$ cat src/logic/ext_irq_defs.vh
`ifndef EXT_IRQ_DEFS_VH
`define EXT_IRQ_DEFS_VH
// Register indices; byte address is four times the index
`define IDX_PIN_CHANGE_MASK   8'h15
`define IDX_MCU_CONTROL       8'h35
`define IDX_INTERRUPT_FLAGS   8'h3a
`define IDX_INTERRUPT_ENABLES 8'h3b
`define IDX_EVENT_STATUS      8'h40
`define IDX_EVENT_MASK        8'h41
// Field positions
`define BIT_SENSE_SEL_LO      0
`define BIT_SENSE_SEL_HI      1
`define BIT_EXT_IRQ           6
`define BIT_PIN_CHANGE        5
`define PC_MASK_BITS          6
// Reset values
`define RST_BYTE              8'h00
`define RST_EVENTS            2'h0
`define RST_SENSE             2'h0
`define RST_PC_MASK           6'h00
// Sense modes
`define SENSE_LOW             2'h0
`define SENSE_ANY             2'h1
`define SENSE_FALL            2'h2
`define SENSE_RISE            2'h3
`endif

$ cat src/logic/external_pin_interrupt_unit.v
// Summary of operation
// Sense field selects low, change, fall, rise
// Pin sampled before edges; longer pulses trigger
// Source holds low level until instruction ends
// External request needs enable and global flag
// Pin activity triggers even when pin outputs
// External interrupt has its own vector
// Masked pin changes cause pin-change interrupt
// Reserved flag and enable bits read zero
// External flag sets on triggering edge
// Flag cleared when its routine is entered
// Write one clears flag, zero keeps it
// Flag reads cleared in low-level mode
// Pin-change flag sets on enabled pin change
// Flag, global and enable vector pin-change
// Per-pin mask bits gate change detection
// Pin changes detectable without running clock
// Low level detected without running clock
// Edge detection needs the running clock
// Request is flag AND enable, gated globally; in low-level mode the sampled pin level stands in for the flag
//
// The Avalon-MM slave port was chosen for this implementation.
`include "ext_irq_defs.vh"
module external_pin_interrupt_unit (
  input  wire        CORE_CLK,
  input  wire        RSTN,
  input  wire [9:0]  AVS_ADDRESS,
  input  wire        AVS_READ,
  input  wire        AVS_WRITE,
  input  wire [31:0] AVS_WRITEDATA,
  input  wire [3:0]  AVS_BYTEENABLE,
  output reg  [31:0] AVS_READDATA,
  output wire        AVS_WAITREQUEST,
  output reg  [1:0]  AVS_RESPONSE,
  input  wire        EXT_IRQ_PIN,
  input  wire [5:0]  PIN_CHANGE_SOURCES,
  input  wire        GLOBAL_IRQ_ENABLE,
  input  wire        ACK_EXT_IRQ,
  input  wire        ACK_PIN_CHANGE,
  output wire        EXT_IRQ_REQUEST,
  output wire        PIN_CHANGE_REQUEST,
  output wire        EXT_LEVEL_WAKE,
  output wire        PIN_CHANGE_WAKE,
  output wire        IRQ
);

  reg  [1:0] sense_sel;
  reg        ext_irq_enable;
  reg        pin_change_enable;
  reg  [5:0] pin_change_mask;
  reg        ext_irq_flag;
  reg        pin_change_flag;
  reg  [1:0] event_status;
  reg  [1:0] event_mask;
  reg        ext_sync;
  reg        ext_sample;
  reg        ext_prev;
  reg  [5:0] pc_sync;
  reg  [5:0] pc_sample;
  reg  [5:0] pc_prev;
  reg        answered;
  reg  [31:0] next_readdata;
  reg        hit;
  wire       access;
  wire       wr;
  wire [7:0] idx;
  wire [7:0] wbyte;
  reg        edge_hit;
  wire       level_low;
  wire       pc_hit;
  wire [5:0] pc_changed;
  wire       w1c_ext;
  wire       w1c_pc;
  wire       control_write;
  wire       enables_write;
  wire       flags_write;
  wire       mask_write;
  wire       status_write;
  wire       event_mask_write;
  wire       sense_low;
  wire       ext_pending;
  wire       ext_armed;
  wire       pc_armed;
  wire       ext_event;
  wire       pc_event;
  wire [1:0] status_set;
  wire [1:0] status_clear;
  wire [5:0] pc_raw_diff;
  wire [7:0] rd_control;
  wire [7:0] rd_enables;
  wire [7:0] rd_flags;
  wire [7:0] rd_mask;
  wire [7:0] rd_status;
  wire [7:0] rd_evmask;
  reg  [1:0] next_response;

  // One wait state: the answer comes the cycle after the request is seen
  assign access          = (AVS_READ | AVS_WRITE) & ~answered;
  assign AVS_WAITREQUEST = (AVS_READ | AVS_WRITE) & ~answered;
  assign idx             = AVS_ADDRESS[9:2];
  assign wbyte           = AVS_WRITEDATA[7:0];

  // Writes land on the edge where waitrequest is low, the only edge the master trusts
  assign wr               = AVS_WRITE & answered & AVS_BYTEENABLE[0];
  assign control_write    = wr & (idx == `IDX_MCU_CONTROL);
  assign enables_write    = wr & (idx == `IDX_INTERRUPT_ENABLES);
  assign flags_write      = wr & (idx == `IDX_INTERRUPT_FLAGS);
  assign mask_write       = wr & (idx == `IDX_PIN_CHANGE_MASK);
  assign status_write     = wr & (idx == `IDX_EVENT_STATUS);
  assign event_mask_write = wr & (idx == `IDX_EVENT_MASK);

  // Pin is sampled twice before any comparison; reset to the idle high level
  always @(posedge CORE_CLK) begin
    if (!RSTN) begin
      ext_sync   <= 1'b1;
      ext_sample <= 1'b1;
      ext_prev   <= 1'b1;
    end else begin
      ext_sync   <= EXT_IRQ_PIN;
      ext_sample <= ext_sync;
      ext_prev   <= ext_sample;
    end
  end

  // Pin-change sources take the same path, one bit at a time
  genvar g;
  generate
    for (g = 0; g < `PC_MASK_BITS; g = g + 1) begin : pc_det
      always @(posedge CORE_CLK) begin
        if (!RSTN) begin
          pc_sync[g]   <= 1'b0;
          pc_sample[g] <= 1'b0;
          pc_prev[g]   <= 1'b0;
        end else begin
          pc_sync[g]   <= PIN_CHANGE_SOURCES[g];
          pc_sample[g] <= pc_sync[g];
          pc_prev[g]   <= pc_sample[g];
        end
      end
      assign pc_changed[g]  = (pc_sample[g] ^ pc_prev[g]) & pin_change_mask[g];
      assign pc_raw_diff[g] = (PIN_CHANGE_SOURCES[g] ^ pc_sample[g]) & pin_change_mask[g];
    end
  endgenerate
  // Any enabled pin that moved
  assign pc_hit = |pc_changed;

  // Sense decode; level mode looks at the sampled pin, not the raw one
  assign sense_low = (sense_sel == `SENSE_LOW);
  assign level_low = ~ext_sample;

  // Edge logic exists only on the clock; it sees nothing while the clock stops
  always @* begin
    edge_hit = 1'b0;
    case (sense_sel)
      `SENSE_ANY: begin
        edge_hit = ext_sample ^ ext_prev;
      end
      `SENSE_FALL: begin
        edge_hit = ext_prev & ~ext_sample;
      end
      `SENSE_RISE: begin
        edge_hit = ~ext_prev & ext_sample;
      end
      default: begin
        edge_hit = 1'b0;
      end
    endcase
  end

  // Wake paths are combinational from the raw pins, so they work with the clock halted
  assign EXT_LEVEL_WAKE  = ext_irq_enable & sense_low & ~EXT_IRQ_PIN;
  assign PIN_CHANGE_WAKE = pin_change_enable & (|pc_raw_diff);

  // Write-one-to-clear strobes for the two flags
  assign w1c_ext = flags_write & wbyte[`BIT_EXT_IRQ];
  assign w1c_pc  = flags_write & wbyte[`BIT_PIN_CHANGE];

  // Flags: a new event wins over a clear in the same cycle
  always @(posedge CORE_CLK) begin
    if (!RSTN) begin
      ext_irq_flag <= 1'b0;
    end else if (sense_low) begin
      ext_irq_flag <= 1'b0;
    end else if (edge_hit) begin
      ext_irq_flag <= 1'b1;
    end else if (ACK_EXT_IRQ | w1c_ext) begin
      ext_irq_flag <= 1'b0;
    end
  end

  // Pin-change flag
  always @(posedge CORE_CLK) begin
    if (!RSTN) begin
      pin_change_flag <= 1'b0;
    end else if (pc_hit) begin
      pin_change_flag <= 1'b1;
    end else if (ACK_PIN_CHANGE | w1c_pc) begin
      pin_change_flag <= 1'b0;
    end
  end

  // Level mode requests straight from the held low level; the source must keep it
  assign ext_pending        = sense_low ? level_low : ext_irq_flag;
  assign ext_armed          = GLOBAL_IRQ_ENABLE & ext_irq_enable;
  assign pc_armed           = GLOBAL_IRQ_ENABLE & pin_change_enable;
  assign EXT_IRQ_REQUEST    = ext_armed & ext_pending;
  assign PIN_CHANGE_REQUEST = pc_armed & pin_change_flag;

  // Sense field
  always @(posedge CORE_CLK) begin
    if (!RSTN) begin
      sense_sel <= `RST_SENSE;
    end else if (control_write) begin
      sense_sel <= wbyte[`BIT_SENSE_SEL_HI:`BIT_SENSE_SEL_LO];
    end
  end

  // Enable bits
  always @(posedge CORE_CLK) begin
    if (!RSTN) begin
      ext_irq_enable <= 1'b0;
    end else if (enables_write) begin
      ext_irq_enable <= wbyte[`BIT_EXT_IRQ];
    end
  end

  always @(posedge CORE_CLK) begin
    if (!RSTN) begin
      pin_change_enable <= 1'b0;
    end else if (enables_write) begin
      pin_change_enable <= wbyte[`BIT_PIN_CHANGE];
    end
  end

  // Per-pin mask
  always @(posedge CORE_CLK) begin
    if (!RSTN) begin
      pin_change_mask <= `RST_PC_MASK;
    end else if (mask_write) begin
      pin_change_mask <= wbyte[5:0];
    end
  end

  // Bus interrupt mask
  always @(posedge CORE_CLK) begin
    if (!RSTN) begin
      event_mask <= `RST_EVENTS;
    end else if (event_mask_write) begin
      event_mask <= wbyte[1:0];
    end
  end

  // Sticky event status for the bus interrupt; bit0 external, bit1 pin change
  assign ext_event    = edge_hit | (EXT_LEVEL_WAKE & level_low);
  assign pc_event     = pc_hit;
  assign status_set   = {pc_event, ext_event};
  assign status_clear = status_write ? wbyte[1:0] : 2'h0;

  generate
    for (g = 0; g < 2; g = g + 1) begin : ev_bit
      always @(posedge CORE_CLK) begin
        if (!RSTN) begin
          event_status[g] <= 1'b0;
        end else begin
          event_status[g] <= status_set[g] | (event_status[g] & ~status_clear[g]);
        end
      end
    end
  endgenerate

  // One level output for all unmasked events
  assign IRQ = |(event_status & event_mask);

  // Read views of each register; reserved bits are tied low
  assign rd_control = {6'h00, sense_sel};
  assign rd_enables = {1'b0, ext_irq_enable, pin_change_enable, 5'h00};
  assign rd_flags   = {1'b0, ext_irq_flag, pin_change_flag, 5'h00};
  assign rd_mask    = {2'h0, pin_change_mask};
  assign rd_status  = {6'h00, event_status};
  assign rd_evmask  = {6'h00, event_mask};

  // Readback multiplexer
  always @* begin
    next_readdata = 32'h00000000;
    hit = 1'b1;
    case (idx)
      `IDX_MCU_CONTROL: begin
        next_readdata[7:0] = rd_control;
      end
      `IDX_INTERRUPT_ENABLES: begin
        next_readdata[7:0] = rd_enables;
      end
      `IDX_INTERRUPT_FLAGS: begin
        next_readdata[7:0] = rd_flags;
      end
      `IDX_PIN_CHANGE_MASK: begin
        next_readdata[7:0] = rd_mask;
      end
      `IDX_EVENT_STATUS: begin
        next_readdata[7:0] = rd_status;
      end
      `IDX_EVENT_MASK: begin
        next_readdata[7:0] = rd_evmask;
      end
      default: begin
        hit = 1'b0;
      end
    endcase
    next_response = hit ? 2'h0 : 2'h2;
  end

  // Answer tracker: high for the one cycle in which waitrequest is low
  always @(posedge CORE_CLK) begin
    if (!RSTN) begin
      answered <= 1'b0;
    end else begin
      answered <= access;
    end
  end

  // Read data clears on a write, so a stale value never stands as an answer
  always @(posedge CORE_CLK) begin
    if (!RSTN) begin
      AVS_READDATA <= 32'h00000000;
    end else if (access & AVS_READ) begin
      AVS_READDATA <= next_readdata;
    end else if (access) begin
      AVS_READDATA <= 32'h00000000;
    end
  end

  // Response stands until the next access is answered
  always @(posedge CORE_CLK) begin
    if (!RSTN) begin
      AVS_RESPONSE <= 2'h0;
    end else if (access) begin
      AVS_RESPONSE <= next_response;
    end
  end

endmodule // external_pin_interrupt_unit

$ cat config.mk
export PLATFORM = sky130hd
export DESIGN_NAME = external_pin_interrupt_unit
export DESIGN_NICKNAME = d
export VERILOG_FILES = /design/src/logic/external_pin_interrupt_unit.v
export VERILOG_INCLUDE_DIRS = /design/src /design/src/logic
export SDC_FILE = /design/constraint.sdc
export NUM_CORES = 1
export LEC_CHECK = 0
export ABC_AREA = 1
export ABC_CLOCK_PERIOD_IN_PS = 1500
export BUFFER_PORTS_ARGS = -buffer_cell sky130_fd_sc_hd__buf_2
export CAP_MARGIN = 15
export CORE_MARGIN = 2
export CORE_UTILIZATION = 47
export DETAILED_ROUTE_END_ITERATION = 8
export PLACE_DENSITY_LB_ADDON = 0.25
export SLEW_MARGIN = 30
export SYNTH_ARGS = -nofsm -noshare
export SYNTH_HDL_FRONTEND = slang
export SYNTH_SLANG_ARGS = --single-unit
export TNS_END_PERCENT = 10
$ cat constraint.sdc
create_clock -name CORE_CLK -period 1.5 [get_ports CORE_CLK]
set_input_delay 0.075 -clock CORE_CLK [delete_from_list [all_inputs] [get_ports CORE_CLK]]
set_output_delay 0.075 -clock CORE_CLK [all_outputs]
set_load 0.02 [all_outputs]
Word-level counts from Yosys, hierarchy flattened
Index checks and enable logic that the tools add are counted.

word-level totals
  flip-flop bits (word level) = 48
  bits of input ports = 60
  output and inout port bits = 40
  logic and storage cells = 126

cells by class
  equality and inequality tests = 9
  muxes and demuxes = 12
  bitwise operators = 63
  reductions and logical operators = 9

operator list
  operator                                                               count
  7-bit case mux with 6 select lines                                     1
  1-bit bitwise AND                                                      36
  8-bit by 6-bit equality test with 1-bit output, second input constant  3
  6-bit OR reduction                                                     3
  8-bit by 7-bit equality test with 1-bit output, second input constant  2
  8-bit two-way mux                                                      2
  1-bit XOR                                                              13
  8-bit by 5-bit equality test with 1-bit output, second input constant  1
  1-bit NOT                                                              7
  1-bit two-way mux                                                      6
  1-bit bitwise OR                                                       6
  2-bit nonzero test                                                     3
  2-bit equality test, second input constant                             2
  2-bit two-way mux                                                      2
  2-bit OR reduction                                                     2
  1-bit case mux with 3 select lines                                     1
  2-bit bitwise AND                                                      1
  2-bit by 1-bit equality test with 1-bit output, second input constant  1
  2-bit zero test                                                        1

Depth between registers and ports, before layout
  depth in word-level cells = 7
  depth in mapped cells = 9
  mapped depth without buffers = 9

Worst setup path after synthesis
OpenSTA, ideal clock, no wires.

  kind = register to register
  start = register sense_sel[0]
  end = register event_status[0]
  setup time = 70 ps
  data arrival time = 1317 ps
  required time = 1430 ps
  setup slack = 113 ps
  stages on the path, launching flop included = 6
  path buffers = 0
  period minus slack after synthesis = 1387 ps
  path through = dfxtp_1 nor2_1 inv_1 nor3_1 a21oi_1 a21oi_1

on the way
  longest elaborated chain between the ends = 6
  elaborated cells on any way between the ends = 10
  those cells by class = eq/ne (3); mux (1); bitwise (5); reduce/logical (1)

ends and longest elaborated chain
  element                          line                               RTL
  from (decl)                      external_pin_interrupt_unit.v:47   reg [1:0] sense_sel;
  from (signal assigned)           external_pin_interrupt_unit.v:212  sense_sel <= `RST_SENSE;
  from (signal assigned)           external_pin_interrupt_unit.v:214  sense_sel <= wbyte[`BIT_SENSE_SEL_HI:`BIT_SENSE_SEL_LO];
  2-bit zero test (no line)        --
  1-bit bitwise AND (2 in a row)   external_pin_interrupt_unit.v:171  assign EXT_LEVEL_WAKE = ext_irq_enable & sense_low & ~EXT_IRQ_PIN;
  named net EXT_LEVEL_WAKE         external_pin_interrupt_unit.v:42   output wire EXT_LEVEL_WAKE,
  1-bit bitwise AND                external_pin_interrupt_unit.v:254  assign ext_event = edge_hit | (EXT_LEVEL_WAKE & level_low);
  1-bit bitwise OR                 external_pin_interrupt_unit.v:254
  1-bit bitwise OR                 external_pin_interrupt_unit.v:265  event_status[g] <= status_set[g] | (event_status[g] & ~status_clear[g]);
  to (signal, indexed assignment)  external_pin_interrupt_unit.v:265
  to (decl)                        external_pin_interrupt_unit.v:53   reg [1:0] event_status;

The timed path passes the listed nets, and every way through them passes these cells.
A chain may end at the register's enable or synchronous reset.

Worst setup path after layout
  start = input port PIN_CHANGE_SOURCES[3]
  end = output port PIN_CHANGE_WAKE

on the way
  longest elaborated chain between the ends = 4

ends and longest elaborated chain
  element             line                               RTL
  from (decl)         external_pin_interrupt_unit.v:36   input wire [5:0] PIN_CHANGE_SOURCES,
  1-bit XOR           external_pin_interrupt_unit.v:141  assign pc_raw_diff[g] = (PIN_CHANGE_SOURCES[g] ^ pc_sample[g]) & pin_change_mask[g];
  1-bit bitwise AND   external_pin_interrupt_unit.v:141
  6-bit OR reduction  external_pin_interrupt_unit.v:172  assign PIN_CHANGE_WAKE = pin_change_enable & (|pc_raw_diff);
  1-bit bitwise AND   external_pin_interrupt_unit.v:172
  to (decl)           external_pin_interrupt_unit.v:43   output wire PIN_CHANGE_WAKE,

No other way between the ends.

==> impl_metrics.toml <==
[yosys]
syn_inst = 312
yosys-top-cells-area = "dfxtp_1 (41%), nand2_1 (9.5%), buf_4 (8.7%)"
synthesis.area_um2 = 2250
yosys.cell_types.count = 30
synth_top_cell_by_area = "dfxtp_1"
yosys_warnings = 0
ys_ff_latch = 46
avgSynthCellArea_um2 = 7.20
seq_area_frac_synth_pct = 41.0
synth_top_area_share_pct = 41.0

[worst_setup_path]
slowest_delay_ps = 530
critPathTopFamily = "buffers and inverters"
cp_data_required_time_ps = 1420
startpoint_type = "input port"
worstSetupPathType = "in2out"
path_cells = "dlygate4sd3_1 > buf_2 > a21oi_2 > o21ai_1 > nand2_1 > nor2_1 > a31oi_1 > buf_4"
cp_slowest_cell = "dlygate4sd3_1"
rrSetupSlack_ps = 180
critical_path_buf_inv_count = 3
arrival_ps = 1420
critical_path.max_fanout = 3
cp-end-kind = "primary output"

[cells_and_area]
area_delta_synth_final_pct = 17.8
diodes = 0
multi_input_area_um2 = 1020
fillers = 456
drive_gt1_share_pct = 19.1
nets = 427
seq_area_um2 = 923

[timing]
period_share_pct = 99.7
whs_ps = 25.7
finalClockSkew_ps = 13.6
fmax_mhz = 669
hold_viol_final = 0
min_period_ps = 1500
finalSetupViolCount = 0
drv_slew = 0
rsz0062_at_grt = "yes"

[floorplan]
die_w_um = 73.1
ioPinCount = 100
die_y_um = 73.1
dieArea_um2 = 5350
floorplan.initialDensity_pct = 48.2
row_count = 25
core-area_um2 = 4660

[route]
wl_per_cell_um = 10.7
vias_per_cell = 4.61
first_pass_iters = 6
via_count = 1937
ant_nets = 0
drt_iter0_markers = 88
drc = 0
drt-total-wl_um = 4500

[clocking]
worstSkewPairLatency_ps = 310
cts_root_buffer = "clkbuf_8"
cts_tree = "yes"
clkTransAtPathRegs_ps = 80
cts_buffer_depth = 2
htreeDepth = 2
cts_inserted_buffers = 5
clock_sinks = 46

[place]
place_congestion = 0.819
io_buffers = 43
hpwl_um = 3330

[grt]
grt-ovfl-total = 0
grt_pass1_vias = 1618
track_usage_pct = 16.9
grt_max_degree = 32
antenna_found_initial = 0
grt_pass1_wl_um = 6930

[min_path]
hp-class = "in2reg"

[power_and_ir_drop]
power_mw = 2.61
max-vdd-ir-drop_mv = 0.692
p_per_area_nw_per_um2 = 987
p_leak_nw = 1.31

[run]
max_cap_viol_count = 0

[status]
outcome = "finished, final reports clean"
==> per-layer routing <==
| layer | up-vias | routed length [um] | track usage [%] |
|---|---|---|---|
| li1 | 1038 | - | - |
| met1 | 848 | 2040 | 20.4 |
| met2 | 45 | 2230 | 28.9 |
| met3 | 6 | 188 | 4.83 |
| met4 | 0 | 48 | 5.56 |
| met5 | - | 0 | 0 |
==> sequential cells by signal, summed over array words and instances (netlist names), 2 cells and up <==
| register | cells |
|---|---|
| AVS_READDATA | 7 |
| pc_sync | 6 |
| pc_sample | 6 |
| sense_sel | 2 |
| pin_change_mask | 6 |
| event_status | 2 |
| pc_prev | 6 |
| event_mask | 2 |
==> logic make-up after synthesis <==
kind of cell	count (synthesis)	synth area share [%]
AND/OR/NAND/NOR	118	23.2
buffers and inverters	80	18.4
AO/OA/AOI/OAI	60	14.2
flip-flops	46	41.0
XOR/XNOR	5	1.95
adder cells (fa/ha/maj)	2	1.11
other	1	0.167
==> through the flow <==
| step | std cells | TNS [ps] | utilization, % | instance area, um2 | setup slack [ps] |
|---|---|---|---|---|---|
| 3_5_place_dp | 406 | 0 | 51.9 | 2420 | 236 |
| 2_1_floorplan | 337 | 0 | - | 2340 | 113 |
| 4_1_cts | 421 | 0 | 56.4 | 2630 | 27.5 |
| 6_report | 420 | 0 | 56.8 | 2650 | 4.57 |
| 3_3_place_gp | 406 | 0 | 51.9 | 2420 | 231 |
| 5_1_grt | 420 | -91.4 | 56.8 | 2650 | -91.4 |
==> cell type report <==
type,count,area share (%)
clock buffers,5,2.60
clock inverters,3,2.60
flip-flops and latches,46,34.9
well taps,54,2.55
multi-input cells,211,38.6
repair buffers,53,11.9
inverters,48,6.81
==> Yosys cell counts <==
library cell	n
a21o_1	1
o21ai_2	2
buf_4	26
and2_1	2
o21ai_1	3
o21ai_0	20
nand3_1	26
nand2_2	1
nor2_2	1
buf_6	2
nor2_1	20
a31oi_1	1
nand3b_1	1
nand4_1	1
and2_4	1
nand2_1	57
xnor2_1	5
inv_1	47
clkbuf_1	4
a211oi_1	1
a21oi_1	31
nor2_4	1
nor3_1	4
a22o_1	1
ha_1	2
dfxtp_1	46
conb_1	1
or2_2	2
nand2_4	1
inv_2	1
==> cell usage in the layout, fill, tap and decap left out <==
cell / count
or2_2: 2
a22o_1: 1
nand3_1: 26
nand2_2: 1
nor2_2: 1
dfxtp_1: 44
nand3b_1: 1
a21oi_2: 3
nand2_1: 57
a211oi_1: 1
buf_4: 6
nand2_4: 1
buf_2: 40
nor2_4: 1
conb_1: 26
o21ai_0: 16
dlygate4sd3_1: 7
nor3_2: 1
nand4_1: 1
and2_4: 1
bufinv_16: 2
dfxtp_2: 2
nor3_1: 3
and2_1: 2
clkbuf_8: 5
a31oi_1: 1
nor2_1: 20
ha_1: 2
a21oi_1: 28
o21ai_2: 2
o21ai_1: 7
a21o_1: 1
xnor2_1: 5
clkinv_4: 1
inv_2: 1
inv_1: 47
==> final timing paths <==
kind | from | to | cells past startpoint
worst max-delay path | PIN_CHANGE_SOURCES[3] | PIN_CHANGE_WAKE | 8
worst min-delay path | ACK_EXT_IRQ | ext_irq_flag | 4
worst min register to register | ext_sync | ext_sample | 1
worst max register to register | answered | pin_change_enable | 5
==> tightest hold or removal path: stages <==
cell,delay [ps]
buf_2,80
nor2_1,40
nand2_1,50
a21oi_1,50
==> power breakdown <==
| part | switching, mW | internal [mW] | total (mW) |
|---|---|---|---|
| Sequential | 0.0148 | 1.25 | 1.26 |
| Combinational | 0.167 | 0.0791 | 0.247 |
| Clock | 0.434 | 0.668 | 1.10 |
==> what timing repair did <==
item                                   4_1_cts  5_1_grt
buffers inserted                             0        1
setup endpoints to repair                    0        2
hold buffers                                 7        0
endpoints found under the hold margin        7        0
resized for setup                            0       11
(Power assumes the default switching activity.)
